--- config.mk ---
export PLATFORM = sky130hd
export DESIGN_NAME = rsl_reset_strap
export DESIGN_NICKNAME = d
export VERILOG_FILES = /design/src/rtl/rsl_pkg.sv /design/src/rtl/rsl_reset_strap.sv
export SDC_FILE = /design/constraint.sdc
export NUM_CORES = 1
export LEC_CHECK = 0
export BUFFER_PORTS_ARGS = -buffer_cell sky130_fd_sc_hd__buf_2
export CORE_ASPECT_RATIO = 0.7
export CORE_UTILIZATION = 40
export DETAILED_ROUTE_END_ITERATION = 16
export GPL_ROUTABILITY_DRIVEN = 0
export PLACE_DENSITY = 0.68
export SKIP_LAST_GASP = 1
export SLEW_MARGIN = 20
export SYNTH_ARGS = -nofsm -noshare
export SYNTH_HDL_FRONTEND = slang
export SYNTH_SLANG_ARGS = --single-unit
export TNS_END_PERCENT = 100
--- constraint.sdc ---
create_clock -name sys_clk_in -period 4.6 [get_ports sys_clk_in]
set_clock_uncertainty 0.05 [all_clocks]
set_input_delay 0 -clock sys_clk_in [delete_from_list [all_inputs] [get_ports sys_clk_in]]
set_output_delay 0 -clock sys_clk_in [all_outputs]
set_load 0.02 [all_outputs]
--- src/rtl/rsl_pkg.sv ---
// shared constants and types of the reset and strap latch block
// assumes one 50 mhz clock; pin inputs arrive unsynchronised
package rsl_pkg;

  // clock and timing figures in ns, with cycle counts derived from them
  localparam int CLK_PERIOD_NS    = 20;
  localparam int PARTIAL_MIN_NS   = 50;   // shortest low time taken as a reset
  localparam int FULL_MIN_NS      = 1200; // shortest low time taken as a full reset
  localparam int RESET_TO_CONV_NS = 300;  // least gap from release to conversion start
  localparam int CONV_TIME_NS     = 500;  // conversion time of the core
  // least times round up, longest times round down, never below one cycle
  localparam int PARTIAL_MIN_CYC   = (PARTIAL_MIN_NS + CLK_PERIOD_NS - 1) / CLK_PERIOD_NS;
  localparam int FULL_MIN_CYC      = (FULL_MIN_NS + CLK_PERIOD_NS - 1) / CLK_PERIOD_NS;
  localparam int RESET_TO_CONV_CYC = (RESET_TO_CONV_NS + CLK_PERIOD_NS - 1) / CLK_PERIOD_NS;
  localparam int CONV_CYC_RAW      = CONV_TIME_NS / CLK_PERIOD_NS;
  localparam int CONV_CYC          = (CONV_CYC_RAW < 1) ? 1 : CONV_CYC_RAW;
  localparam int CNT_W             = 7;    // wide enough for every count above

  // register byte addresses on the avalon slave
  localparam logic [4:0] ADDR_STATUS   = 5'h00;
  localparam logic [4:0] ADDR_CONFIG   = 5'h04;
  localparam logic [4:0] ADDR_RESULT_A = 5'h08;
  localparam logic [4:0] ADDR_RESULT_B = 5'h0c;
  localparam logic [4:0] ADDR_LSB      = 5'h10;

  // config register fields
  localparam int CFG_RANGE_LSB  = 0;  // 3 bits, range code in software mode
  localparam int CFG_BURST_BIT  = 3;  // burst sequencing
  localparam int CFG_LAST_LSB   = 4;  // 3 bits, last channel of the sequence
  localparam int CFG_SEQ_EN_BIT = 7;  // sequencer enable in software mode
  localparam logic [7:0] CFG_RESET = 8'h74;

  // status register fields
  localparam int ST_BANDGAP_BIT = 0;
  localparam int ST_SOFT_BIT    = 1;
  localparam int ST_SEQ_BIT     = 2;
  localparam int ST_IFACE_LSB   = 3;  // 2 bits
  localparam int ST_HWRNG_LSB   = 5;  // 2 bits
  localparam int ST_BUSY_BIT    = 7;
  localparam int ST_VALID_BIT   = 8;
  localparam int ST_FULL_BIT    = 9;  // last reset was full
  localparam int ST_EARLY_BIT   = 10; // sticky, write one to clear
  localparam int ST_CHAN_LSB    = 11; // 3 bits
  localparam int ST_BYTESER_BIT = 14;

  // input range codes and their lsb weights in microvolts
  localparam logic [2:0] RNG_2P5 = 3'h0;
  localparam logic [2:0] RNG_3   = 3'h1;
  localparam logic [2:0] RNG_5   = 3'h2;
  localparam logic [2:0] RNG_6   = 3'h3;
  localparam logic [2:0] RNG_10  = 3'h4;
  localparam logic [2:0] RNG_12  = 3'h5;
  localparam logic [8:0] LSB_UV_2P5 = 9'h04c; // 76
  localparam logic [8:0] LSB_UV_3   = 9'h05c; // 92
  localparam logic [8:0] LSB_UV_5   = 9'h098; // 152
  localparam logic [8:0] LSB_UV_6   = 9'h0b7; // 183
  localparam logic [8:0] LSB_UV_10  = 9'h131; // 305
  localparam logic [8:0] LSB_UV_12  = 9'h16e; // 366
  localparam logic [1:0] HW_SOFTWARE = 2'h0;   // strap value meaning software mode

  // strap pins captured together
  typedef struct packed {
    logic       byte_serial; // high byte, low serial
    logic       iface_sel;   // low parallel
    logic       seq;         // sequencer strap
    logic [1:0] hw_range;    // range and mode strap
    logic       ref_src;     // high internal band-gap
  } rsl_straps_t;
  localparam rsl_straps_t STRAPS_RESET = '0;

  typedef enum logic [1:0] {RSL_IF_PARALLEL, RSL_IF_SERIAL, RSL_IF_BYTE} rsl_iface_t;
  typedef enum logic {RSL_RS_RUN, RSL_RS_LOW} rsl_rst_state_t;

endpackage

--- src/rtl/rsl_reset_strap.sv ---
// reset classification, strap latching, conversion control and result format
// assumes an avalon-mm master on sys_clk_in and a converter core giving
// offset-binary samples with one extra half-lsb bit on the same clock
//
// The Avalon-MM register port and the placing of the registers were decided locally.
`timescale 1ns/1ns
`default_nettype none

module rsl_reset_strap (
  input  wire logic        sys_clk_in,                // 50 mhz clock
  input  wire logic        rst_in,                    // synchronous power-on reset
  input  wire logic        reset_pin_n_in,            // device reset pin, active low
  input  wire logic        conversion_start_input_in, // conversion start pin
  input  wire logic        reference_source_strap_in, // reference strap pin
  input  wire logic        sequencer_strap_in,        // sequencer strap pin
  input  wire logic [1:0]  hardware_range_strap_in,   // range and mode straps
  input  wire logic        interface_select_strap_in, // interface strap pin
  input  wire logic        byte_serial_strap_in,      // byte or serial strap pin
  input  wire logic [16:0] core_sample_a_in,          // core sample a, offset binary
  input  wire logic [16:0] core_sample_b_in,          // core sample b, offset binary
  input  wire logic [4:0]  avs_address_in,            // byte address
  input  wire logic        avs_read_in,               // read request
  input  wire logic        avs_write_in,              // write request
  input  wire logic [31:0] avs_writedata_in,          // write data
  input  wire logic [3:0]  avs_byteenable_in,         // byte enables
  output logic      [31:0] avs_readdata_out,          // read data, registered
  output logic             avs_waitrequest_out,       // stall until answer
  output logic             bandgap_enable_out,        // internal band-gap on
  output logic             reference_io_pin_oe_out,   // band-gap drives reference pin
  output logic             ref_buffer_enable_out,     // reference buffer on
  output logic             software_mode_out,         // software mode latched
  output logic             data_pins_write_en_out,    // data pins also accept writes
  output logic      [1:0]  iface_mode_out,            // selected interface
  output logic      [2:0]  range_code_out,            // active input range
  output logic      [8:0]  lsb_uv_out,                // lsb weight in microvolts
  output logic             sequencer_enable_out,      // channel sequencer on
  output logic      [2:0]  channel_out,               // current channel pair
  output logic             conv_busy_out,             // conversion running
  output logic             result_valid_out,          // results hold valid data
  output logic             device_in_reset_out        // reset pin seen low
);

  // lsb weight of a range code
  function automatic logic [8:0] lsb_of(input logic [2:0] rng);
    unique case (rng)
      rsl_pkg::RNG_2P5: lsb_of = rsl_pkg::LSB_UV_2P5;
      rsl_pkg::RNG_3:   lsb_of = rsl_pkg::LSB_UV_3;
      rsl_pkg::RNG_5:   lsb_of = rsl_pkg::LSB_UV_5;
      rsl_pkg::RNG_6:   lsb_of = rsl_pkg::LSB_UV_6;
      rsl_pkg::RNG_10:  lsb_of = rsl_pkg::LSB_UV_10;
      rsl_pkg::RNG_12:  lsb_of = rsl_pkg::LSB_UV_12;
      default:          lsb_of = rsl_pkg::LSB_UV_10; // codes 6 and 7 unused
    endcase
  endfunction

  // round the half-lsb sample to nearest, saturate, flip msb into twos complement
  function automatic logic [15:0] to_tc(input logic [16:0] smp);
    logic [16:0] sum;
    sum = {1'b0, smp[16:1]} + {16'h0000, smp[0]};
    if (sum[16]) begin
      to_tc = 16'h7fff;
    end else begin
      to_tc = {~sum[15], sum[14:0]};
    end
  endfunction

  // pin synchroniser: two flip-flops ahead of any logic
  localparam logic [7:0] SYNC_RESET = 8'h80; // reset pin idles high
  logic [7:0] pins_raw;
  logic [7:0] sync1_reg;     // first stage, read only by the second stage
  logic [7:0] sync2_reg;     // second stage
  assign pins_raw = {reset_pin_n_in, conversion_start_input_in, byte_serial_strap_in,
                     interface_select_strap_in, sequencer_strap_in,
                     hardware_range_strap_in, reference_source_strap_in};
  always_ff @(posedge sys_clk_in) begin
    if (rst_in) begin
      sync1_reg <= SYNC_RESET;
      sync2_reg <= SYNC_RESET;
    end else begin
      sync1_reg <= pins_raw;
      sync2_reg <= sync1_reg;
    end
  end

  wire              pin_low  = ~sync2_reg[7];            // reset pin held low
  wire              conv_pin = sync2_reg[6];             // synchronised start pin
  wire rsl_pkg::rsl_straps_t strap_now = rsl_pkg::rsl_straps_t'(sync2_reg[5:0]);

  // reset pin tracker: counts low cycles, classifies at release
  rsl_pkg::rsl_rst_state_t rs_reg;
  rsl_pkg::rsl_rst_state_t rs_next;
  logic [rsl_pkg::CNT_W-1:0] low_cnt_reg;
  logic [rsl_pkg::CNT_W-1:0] low_cnt_next;
  localparam logic [rsl_pkg::CNT_W-1:0] FULL_CNT = rsl_pkg::CNT_W'(rsl_pkg::FULL_MIN_CYC);
  localparam logic [rsl_pkg::CNT_W-1:0] PART_CNT = rsl_pkg::CNT_W'(rsl_pkg::PARTIAL_MIN_CYC);
  wire release_seen = (rs_reg == rsl_pkg::RSL_RS_LOW) && !pin_low;
  // a release is classified by how long the pin stayed low
  wire full_rel     = release_seen && (low_cnt_reg >= FULL_CNT);
  wire part_rel     = release_seen && (low_cnt_reg >= PART_CNT) && !full_rel;

  // next state: any low level enters tracking, whatever else is running
  always_comb begin
    rs_next      = rs_reg;
    low_cnt_next = low_cnt_reg;
    unique case (rs_reg)
      rsl_pkg::RSL_RS_RUN: begin
        if (pin_low) begin
          rs_next      = rsl_pkg::RSL_RS_LOW;
          low_cnt_next = rsl_pkg::CNT_W'(1);
        end
      end
      rsl_pkg::RSL_RS_LOW: begin
        if (!pin_low) begin
          rs_next = rsl_pkg::RSL_RS_RUN;
        end else if (low_cnt_reg < FULL_CNT) begin
          low_cnt_next = low_cnt_reg + rsl_pkg::CNT_W'(1); // saturates at full
        end
      end
    endcase
  end

  always_ff @(posedge sys_clk_in) begin
    if (rst_in) begin
      rs_reg      <= rsl_pkg::RSL_RS_RUN;
      low_cnt_reg <= '0;
    end else begin
      rs_reg      <= rs_next;
      low_cnt_reg <= low_cnt_next;
    end
  end

  // straps: caught only at a full release; partial releases leave them
  rsl_pkg::rsl_straps_t straps_reg;
  logic                 last_full_reg;  // last classified reset was full
  always_ff @(posedge sys_clk_in) begin
    if (rst_in) begin
      straps_reg    <= rsl_pkg::STRAPS_RESET;
      last_full_reg <= 1'b0;
    end else begin
      if (full_rel) begin
        straps_reg <= strap_now;
      end
      if (full_rel || part_rel) begin
        last_full_reg <= full_rel;
      end
    end
  end

  // decoded modes from latched straps
  wire soft_mode = (straps_reg.hw_range == rsl_pkg::HW_SOFTWARE);
  wire rsl_pkg::rsl_iface_t iface =
    !straps_reg.iface_sel   ? rsl_pkg::RSL_IF_PARALLEL :
    straps_reg.byte_serial  ? rsl_pkg::RSL_IF_BYTE :
                              rsl_pkg::RSL_IF_SERIAL;
  // hardware range map; strap 00 never reaches here
  wire [2:0] hw_range =
    (straps_reg.hw_range == 2'h1) ? rsl_pkg::RNG_2P5 :
    (straps_reg.hw_range == 2'h2) ? rsl_pkg::RNG_5 : rsl_pkg::RNG_10;

  // avalon slave: one wait cycle, then answer with registered read data
  logic        ack_reg;
  logic [31:0] rdata_reg;
  logic [7:0]  cfg_reg;     // software settings
  logic        early_reg;   // sticky: start came too soon after release
  wire req      = avs_read_in || avs_write_in;
  wire wr_done  = avs_write_in && ack_reg;
  wire wr_cfg   = wr_done && (avs_address_in == rsl_pkg::ADDR_CONFIG) && avs_byteenable_in[0];
  wire wr_stat  = wr_done && (avs_address_in == rsl_pkg::ADDR_STATUS) && avs_byteenable_in[1];
  wire early_clr = wr_stat && avs_writedata_in[rsl_pkg::ST_EARLY_BIT];
  assign avs_waitrequest_out = req && !ack_reg;
  assign avs_readdata_out    = rdata_reg;

  // effective range and sequencer enable
  wire [2:0] range_sel = soft_mode ? cfg_reg[rsl_pkg::CFG_RANGE_LSB +: 3] : hw_range;
  wire seq_en = soft_mode ? cfg_reg[rsl_pkg::CFG_SEQ_EN_BIT] : straps_reg.seq;
  wire burst  = cfg_reg[rsl_pkg::CFG_BURST_BIT];
  wire [2:0] seq_last = cfg_reg[rsl_pkg::CFG_LAST_LSB +: 3];

  // conversion engine state
  logic        busy_reg;
  logic        valid_reg;
  logic [rsl_pkg::CNT_W-1:0] conv_cnt_reg;
  logic [rsl_pkg::CNT_W-1:0] settle_cnt_reg;
  logic        conv_prev_reg;
  logic [2:0]  chan_reg;
  logic [15:0] res_a_reg;
  logic [15:0] res_b_reg;
  logic        read_res_reg;   // a result read is in flight
  wire conv_rise  = conv_pin && !conv_prev_reg;
  wire conv_start = conv_rise && !pin_low && !busy_reg;
  wire conv_done  = busy_reg && !pin_low && (conv_cnt_reg == rsl_pkg::CNT_W'(1));
  wire at_last    = (chan_reg == seq_last);
  // burst keeps converting down the sequence from a single start
  wire burst_more = conv_done && seq_en && burst && !at_last;
  wire [2:0] chan_step = at_last ? 3'h0 : chan_reg + 3'h1;
  wire rd_result  = avs_read_in && ((avs_address_in == rsl_pkg::ADDR_RESULT_A) ||
                                    (avs_address_in == rsl_pkg::ADDR_RESULT_B));

  // read mux, built before the answer cycle
  logic [31:0] status_word;
  logic [31:0] rd_mux;
  always_comb begin
    status_word = 32'h00000000;
    status_word[rsl_pkg::ST_BANDGAP_BIT]    = straps_reg.ref_src;
    status_word[rsl_pkg::ST_SOFT_BIT]       = soft_mode;
    status_word[rsl_pkg::ST_SEQ_BIT]        = seq_en;
    status_word[rsl_pkg::ST_IFACE_LSB +: 2] = iface;
    status_word[rsl_pkg::ST_HWRNG_LSB +: 2] = straps_reg.hw_range;
    status_word[rsl_pkg::ST_BUSY_BIT]       = busy_reg;
    status_word[rsl_pkg::ST_VALID_BIT]      = valid_reg;
    status_word[rsl_pkg::ST_FULL_BIT]       = last_full_reg;
    status_word[rsl_pkg::ST_EARLY_BIT]      = early_reg;
    status_word[rsl_pkg::ST_CHAN_LSB +: 3]  = chan_reg;
    status_word[rsl_pkg::ST_BYTESER_BIT]    = straps_reg.byte_serial;
    unique case (avs_address_in)
      rsl_pkg::ADDR_STATUS:   rd_mux = status_word;
      rsl_pkg::ADDR_CONFIG:   rd_mux = {24'h000000, cfg_reg};
      rsl_pkg::ADDR_RESULT_A: rd_mux = {16'h0000, res_a_reg};
      rsl_pkg::ADDR_RESULT_B: rd_mux = {16'h0000, res_b_reg};
      rsl_pkg::ADDR_LSB:      rd_mux = {23'h000000, lsb_of(range_sel)};
      default:                rd_mux = 32'h00000000; // unmapped reads as zero
    endcase
  end

  // bus handshake: ack pulses once per request
  always_ff @(posedge sys_clk_in) begin
    if (rst_in) begin
      ack_reg   <= 1'b0;
      rdata_reg <= '0;
    end else begin
      ack_reg   <= req && !ack_reg;
      rdata_reg <= (avs_read_in && !ack_reg) ? rd_mux : rdata_reg;
    end
  end

  // settings: full release restores defaults, partial leaves them
  always_ff @(posedge sys_clk_in) begin
    if (rst_in) begin
      cfg_reg <= rsl_pkg::CFG_RESET;
    end else if (full_rel) begin
      cfg_reg <= rsl_pkg::CFG_RESET;
    end else if (wr_cfg) begin
      cfg_reg <= avs_writedata_in[7:0];
    end
  end

  // early start flag: a set in the clearing cycle wins over the clear
  always_ff @(posedge sys_clk_in) begin
    if (rst_in) begin
      early_reg <= 1'b0;
    end else if (conv_rise && settle_cnt_reg != '0) begin
      early_reg <= 1'b1;                            // host broke the gap
    end else if (early_clr) begin
      early_reg <= 1'b0;
    end
  end

  // settle counter after a full or partial release; a start inside it may be corrupted
  always_ff @(posedge sys_clk_in) begin
    if (rst_in) begin
      settle_cnt_reg <= '0;
    end else if (full_rel || part_rel) begin
      settle_cnt_reg <= rsl_pkg::CNT_W'(rsl_pkg::RESET_TO_CONV_CYC);
    end else if (settle_cnt_reg != '0) begin
      settle_cnt_reg <= settle_cnt_reg - rsl_pkg::CNT_W'(1);
    end
  end

  // conversion control: starts, burst chaining and channel stepping
  always_ff @(posedge sys_clk_in) begin
    if (rst_in) begin
      busy_reg      <= 1'b0;
      conv_cnt_reg  <= '0;
      conv_prev_reg <= 1'b0;
      chan_reg      <= 3'h0;
    end else begin
      conv_prev_reg <= conv_pin;
      if (pin_low) begin
        busy_reg <= 1'b0;                           // abort at once
        if (full_rel || part_rel || !busy_reg) begin
          chan_reg <= chan_reg;
        end
      end else if (full_rel || part_rel) begin
        chan_reg <= 3'h0;                           // modules reinitialised
      end else if (conv_start || burst_more) begin
        busy_reg     <= 1'b1;
        conv_cnt_reg <= rsl_pkg::CNT_W'(rsl_pkg::CONV_CYC);
        if (burst_more) begin
          chan_reg <= chan_step;
        end
      end else if (conv_done) begin
        busy_reg <= 1'b0;
        if (seq_en) begin
          chan_reg <= chan_step;                    // one step per start
        end
      end else if (busy_reg) begin
        conv_cnt_reg <= conv_cnt_reg - rsl_pkg::CNT_W'(1);
      end
    end
  end

  // results: twos complement with half-lsb rounding, cleared by reset during read
  always_ff @(posedge sys_clk_in) begin
    if (rst_in) begin
      res_a_reg    <= 16'h0000;
      res_b_reg    <= 16'h0000;
      valid_reg    <= 1'b0;
      read_res_reg <= 1'b0;
    end else begin
      read_res_reg <= rd_result && !ack_reg;
      if (pin_low) begin
        valid_reg <= 1'b0;                          // aborted data is invalid
        if (rd_result || read_res_reg) begin
          res_a_reg <= 16'h0000;
          res_b_reg <= 16'h0000;
        end
      end else if (conv_done) begin
        res_a_reg <= to_tc(core_sample_a_in);
        res_b_reg <= to_tc(core_sample_b_in);
        valid_reg <= 1'b1;
      end
    end
  end

  // outputs
  assign bandgap_enable_out      = straps_reg.ref_src;
  assign reference_io_pin_oe_out = straps_reg.ref_src;            // external in when low
  assign ref_buffer_enable_out   = 1'b1;
  assign software_mode_out       = soft_mode;
  // data pins take writes only in software parallel or byte modes
  assign data_pins_write_en_out  = soft_mode && (iface != rsl_pkg::RSL_IF_SERIAL);
  assign iface_mode_out          = iface;
  assign range_code_out          = range_sel;
  assign lsb_uv_out              = lsb_of(range_sel);
  assign sequencer_enable_out    = seq_en;
  assign channel_out             = chan_reg;
  assign conv_busy_out           = busy_reg;
  assign result_valid_out        = valid_reg;
  assign device_in_reset_out     = pin_low;
endmodule

`default_nettype wire

==> impl_metrics.ini <==
[outcome]
status = finished clean

[cts]
path_clk_slew_ns = 0.07
cts_setup_buffers = 0
htree_num_levels = 3
cts_buffers = 9
cts_max_path_buffers = 2
tritoncts = yes
clock_sinks = 110
cts-root-buf = clkbuf_16
worstSkewPairLatency_ns = 0.35

[power_and_ir_drop]
p_sw_uw = 557
p_sw_frac = 0.268
internal_power_uw = 1520
pwr_density_cell_nw_per_um2 = 313
power_uw = 2080
p_clk_frac = 0.350
ir_drop_mv = 0.200
p_leak_uw = 0.00285
combPwrFrac = 0.159
sequentialPowerShare = 0.492

[worst_setup_path]
cp_data_arrival_time_ns = 2.97
cp_cell_sequence = or4_1 -> nor3_1 -> nand2_1 -> a21oi_1 -> a21o_1
start_kind = register
critPathMaxFanout = 24
slowest_stage = or4_1
required_ns = 4.85
critPathKind = reg2reg
critical_path.top_delay_family = simple AND/OR/NAND/NOR gates
slowest_delay_ns = 0.66
crit_buf_inv = 0
worstSetupEndpointType = register

[logic_synthesis]
synthMuxAreaShare = 0.0656
ys_ff_latch = 110
synth_fa_ha_area_frac = 0.0270
syn_inst = 635
synth_area_um2 = 5550
async_reset_ff_frac = 0
synthTopCellsByArea = dfxtp_1 (40%), mux2i_1 (5.9%), nor2_1 (4.1%)
synth_cell_types = 62
syn_area_per_cell_um2 = 8.75
netlist.area_leader.share = 0.396
seq_area_frac_synth = 0.396
synth-compound-area-share = 0.185
synth-xor-area-share = 0.0536
synth_commonest_cells = dfxtp_1 (110), nor2_1 (61), a21oi_1 (42)
yosysWarnings = 0
synth_flop_cell = dfxtp_1
yosys.area.top_type = dfxtp_1
synth_edf_count = 0
synthSimpleGateAreaFrac = 0.203
synth_top_family_by_area = simple AND/OR/NAND/NOR gates
synth.most_common_cell = dfxtp_1

[timing]
finalCriticalPeriod_ns = 2.73
hold_viol = 0
tightest_slew_ns = 0.875
setup_viol = 0
timing.final.crit_share = 0.593
rsz0062_at_grt = no
setup_tns_ns = 0
timing.hold.ws_ns = 0.0169
relSlewSlack = 0.412
fmax_mhz = 367
finalMaxSlewViolations = 0

[finish]
diodes = 0
area_growth_pct = 19.7
fin_area_um2 = 6650
fin_util = 0.498
drive_gt1_frac = 0.195
nNetsFinal = 838

[route]
dr.pass1.iters = 7
ant_nets = 0
wl_per_cell_um = 15.7
vias = 5077
drc = 0
drt-initial-drc-count = 338
avgViaCountPerCell = 5.47
wirelength_mm = 14.6

[floorplanning]
pin_count = 146
die_w_um = 143
dieArea_um2 = 14400
die_h_um = 101
start_util = 0.416
core_um2 = 13400
num_rows = 35

[global_route]
grt_max_degree = 62
overflow = 0
gr-usage-met1 = 0.268
met3_usage = 0.0508
grt_pass1_vias = 4753
grt_pass1_wl_mm = 23.0
grt-busiest-layer = met2
antenna_found_initial = 0
grt_usage = 0.207
grt_util_met2 = 0.337

[job]
cap_violations = 0

[placed_design]
hpwl_mm = 11.0
placed_cell_area_um2 = 6110
numPortBuffers = 103

[worst_hold_path]
hold_class = in2reg
[tightest hold or removal path: cells and delay by family]
kind | cells | cell delay (ns)
buffers and inverters | 1 | 0.15
AOI/OAI and AO/OA | 2 | 0.21
[what timing repair did]
action | in CTS | in global routing
gates resized for setup | 0 | 0
setup endpoints to repair | 0 | 0
hold buffers | 23 | 0
hold endpoints to repair | 23 | 0
[cell type report]
| type | count | area [um^2] |
|---|---|---|
| clock inverters | 5 | 43.8 |
| well taps | 185 | 231 |
| flip-flops and latches | 110 | 2200 |
| inverters | 23 | 86.3 |
| clock buffers | 10 | 239 |
| fillers | 1288 | 6710 |
| repair buffers | 130 | 776 |
| multi-input cells | 465 | 3070 |
[kinds of logic after synthesis]
family / after synthesis
multiplexers: 36
XOR/XNOR: 34
adder cells (fa/ha/maj): 12
AO/OA/AOI/OAI: 149
other: 2
buffers and inverters: 75
AND/OR/NAND/NOR: 217
flip-flops: 110
[through the flow]
stage | instances | worst slack (ns)
2_1_floorplan | 650 | 2.01
3_3_place_gp | 890 | 2.13
3_5_place_dp | 890 | 2.00
4_1_cts | 928 | 1.99
5_1_grt | 928 | 1.70
6_report | 928 | 1.87
[final timing paths]
path	startpoint	slack, ns	endpoint	cells after the start
max reg2reg	conv_cnt_reg[2]	1.87	res_a_reg[10]	5
min reg2reg	sync1_reg[7]	0.36	sync2_reg[7]	1
min	core_sample_a_in[16]	0.02	res_a_reg[1]	3
max	conv_cnt_reg[2]	1.87	res_a_reg[10]	5
[power by group through the flow]
stage	Combinational (uW)	Clock, uW	Sequential, uW
2_1_floorplan	234	0	1030
3_3_place_gp	291	0	1040
3_5_place_dp	311	0	1040
4_1_cts	326	743	1020
5_1_grt	365	782	1030
6_report	330	728	1020
[cells in the final DEF, fill, tap and decap left out, types with 10 or more instances in the layout]
| master | n |
|---|---|
| dfxtp_1 | 110 |
| buf_2 | 103 |
| nor2_1 | 61 |
| a21oi_1 | 42 |
| nand2_1 | 34 |
| mux2i_1 | 33 |
| inv_1 | 23 |
| dlygate4sd3_1 | 23 |
| xnor2_1 | 22 |
| nor3_1 | 21 |
| o21ai_0 | 20 |
| nor2b_1 | 19 |
| a21o_1 | 18 |
| conb_1 | 17 |
| nand3_1 | 13 |
| xor2_1 | 12 |
| ha_1 | 12 |
| o2bb2ai_1 | 10 |
| a22oi_1 | 10 |
[per-layer routing]
metal / routed length (um) / vias up
li1: - / 2440
met1: 6560 / 2396
met2: 6520 / 217
met3: 1230 / 24
met4: 257 / 0
met5: 0 / -
Power figures use the tool's default switching activity.
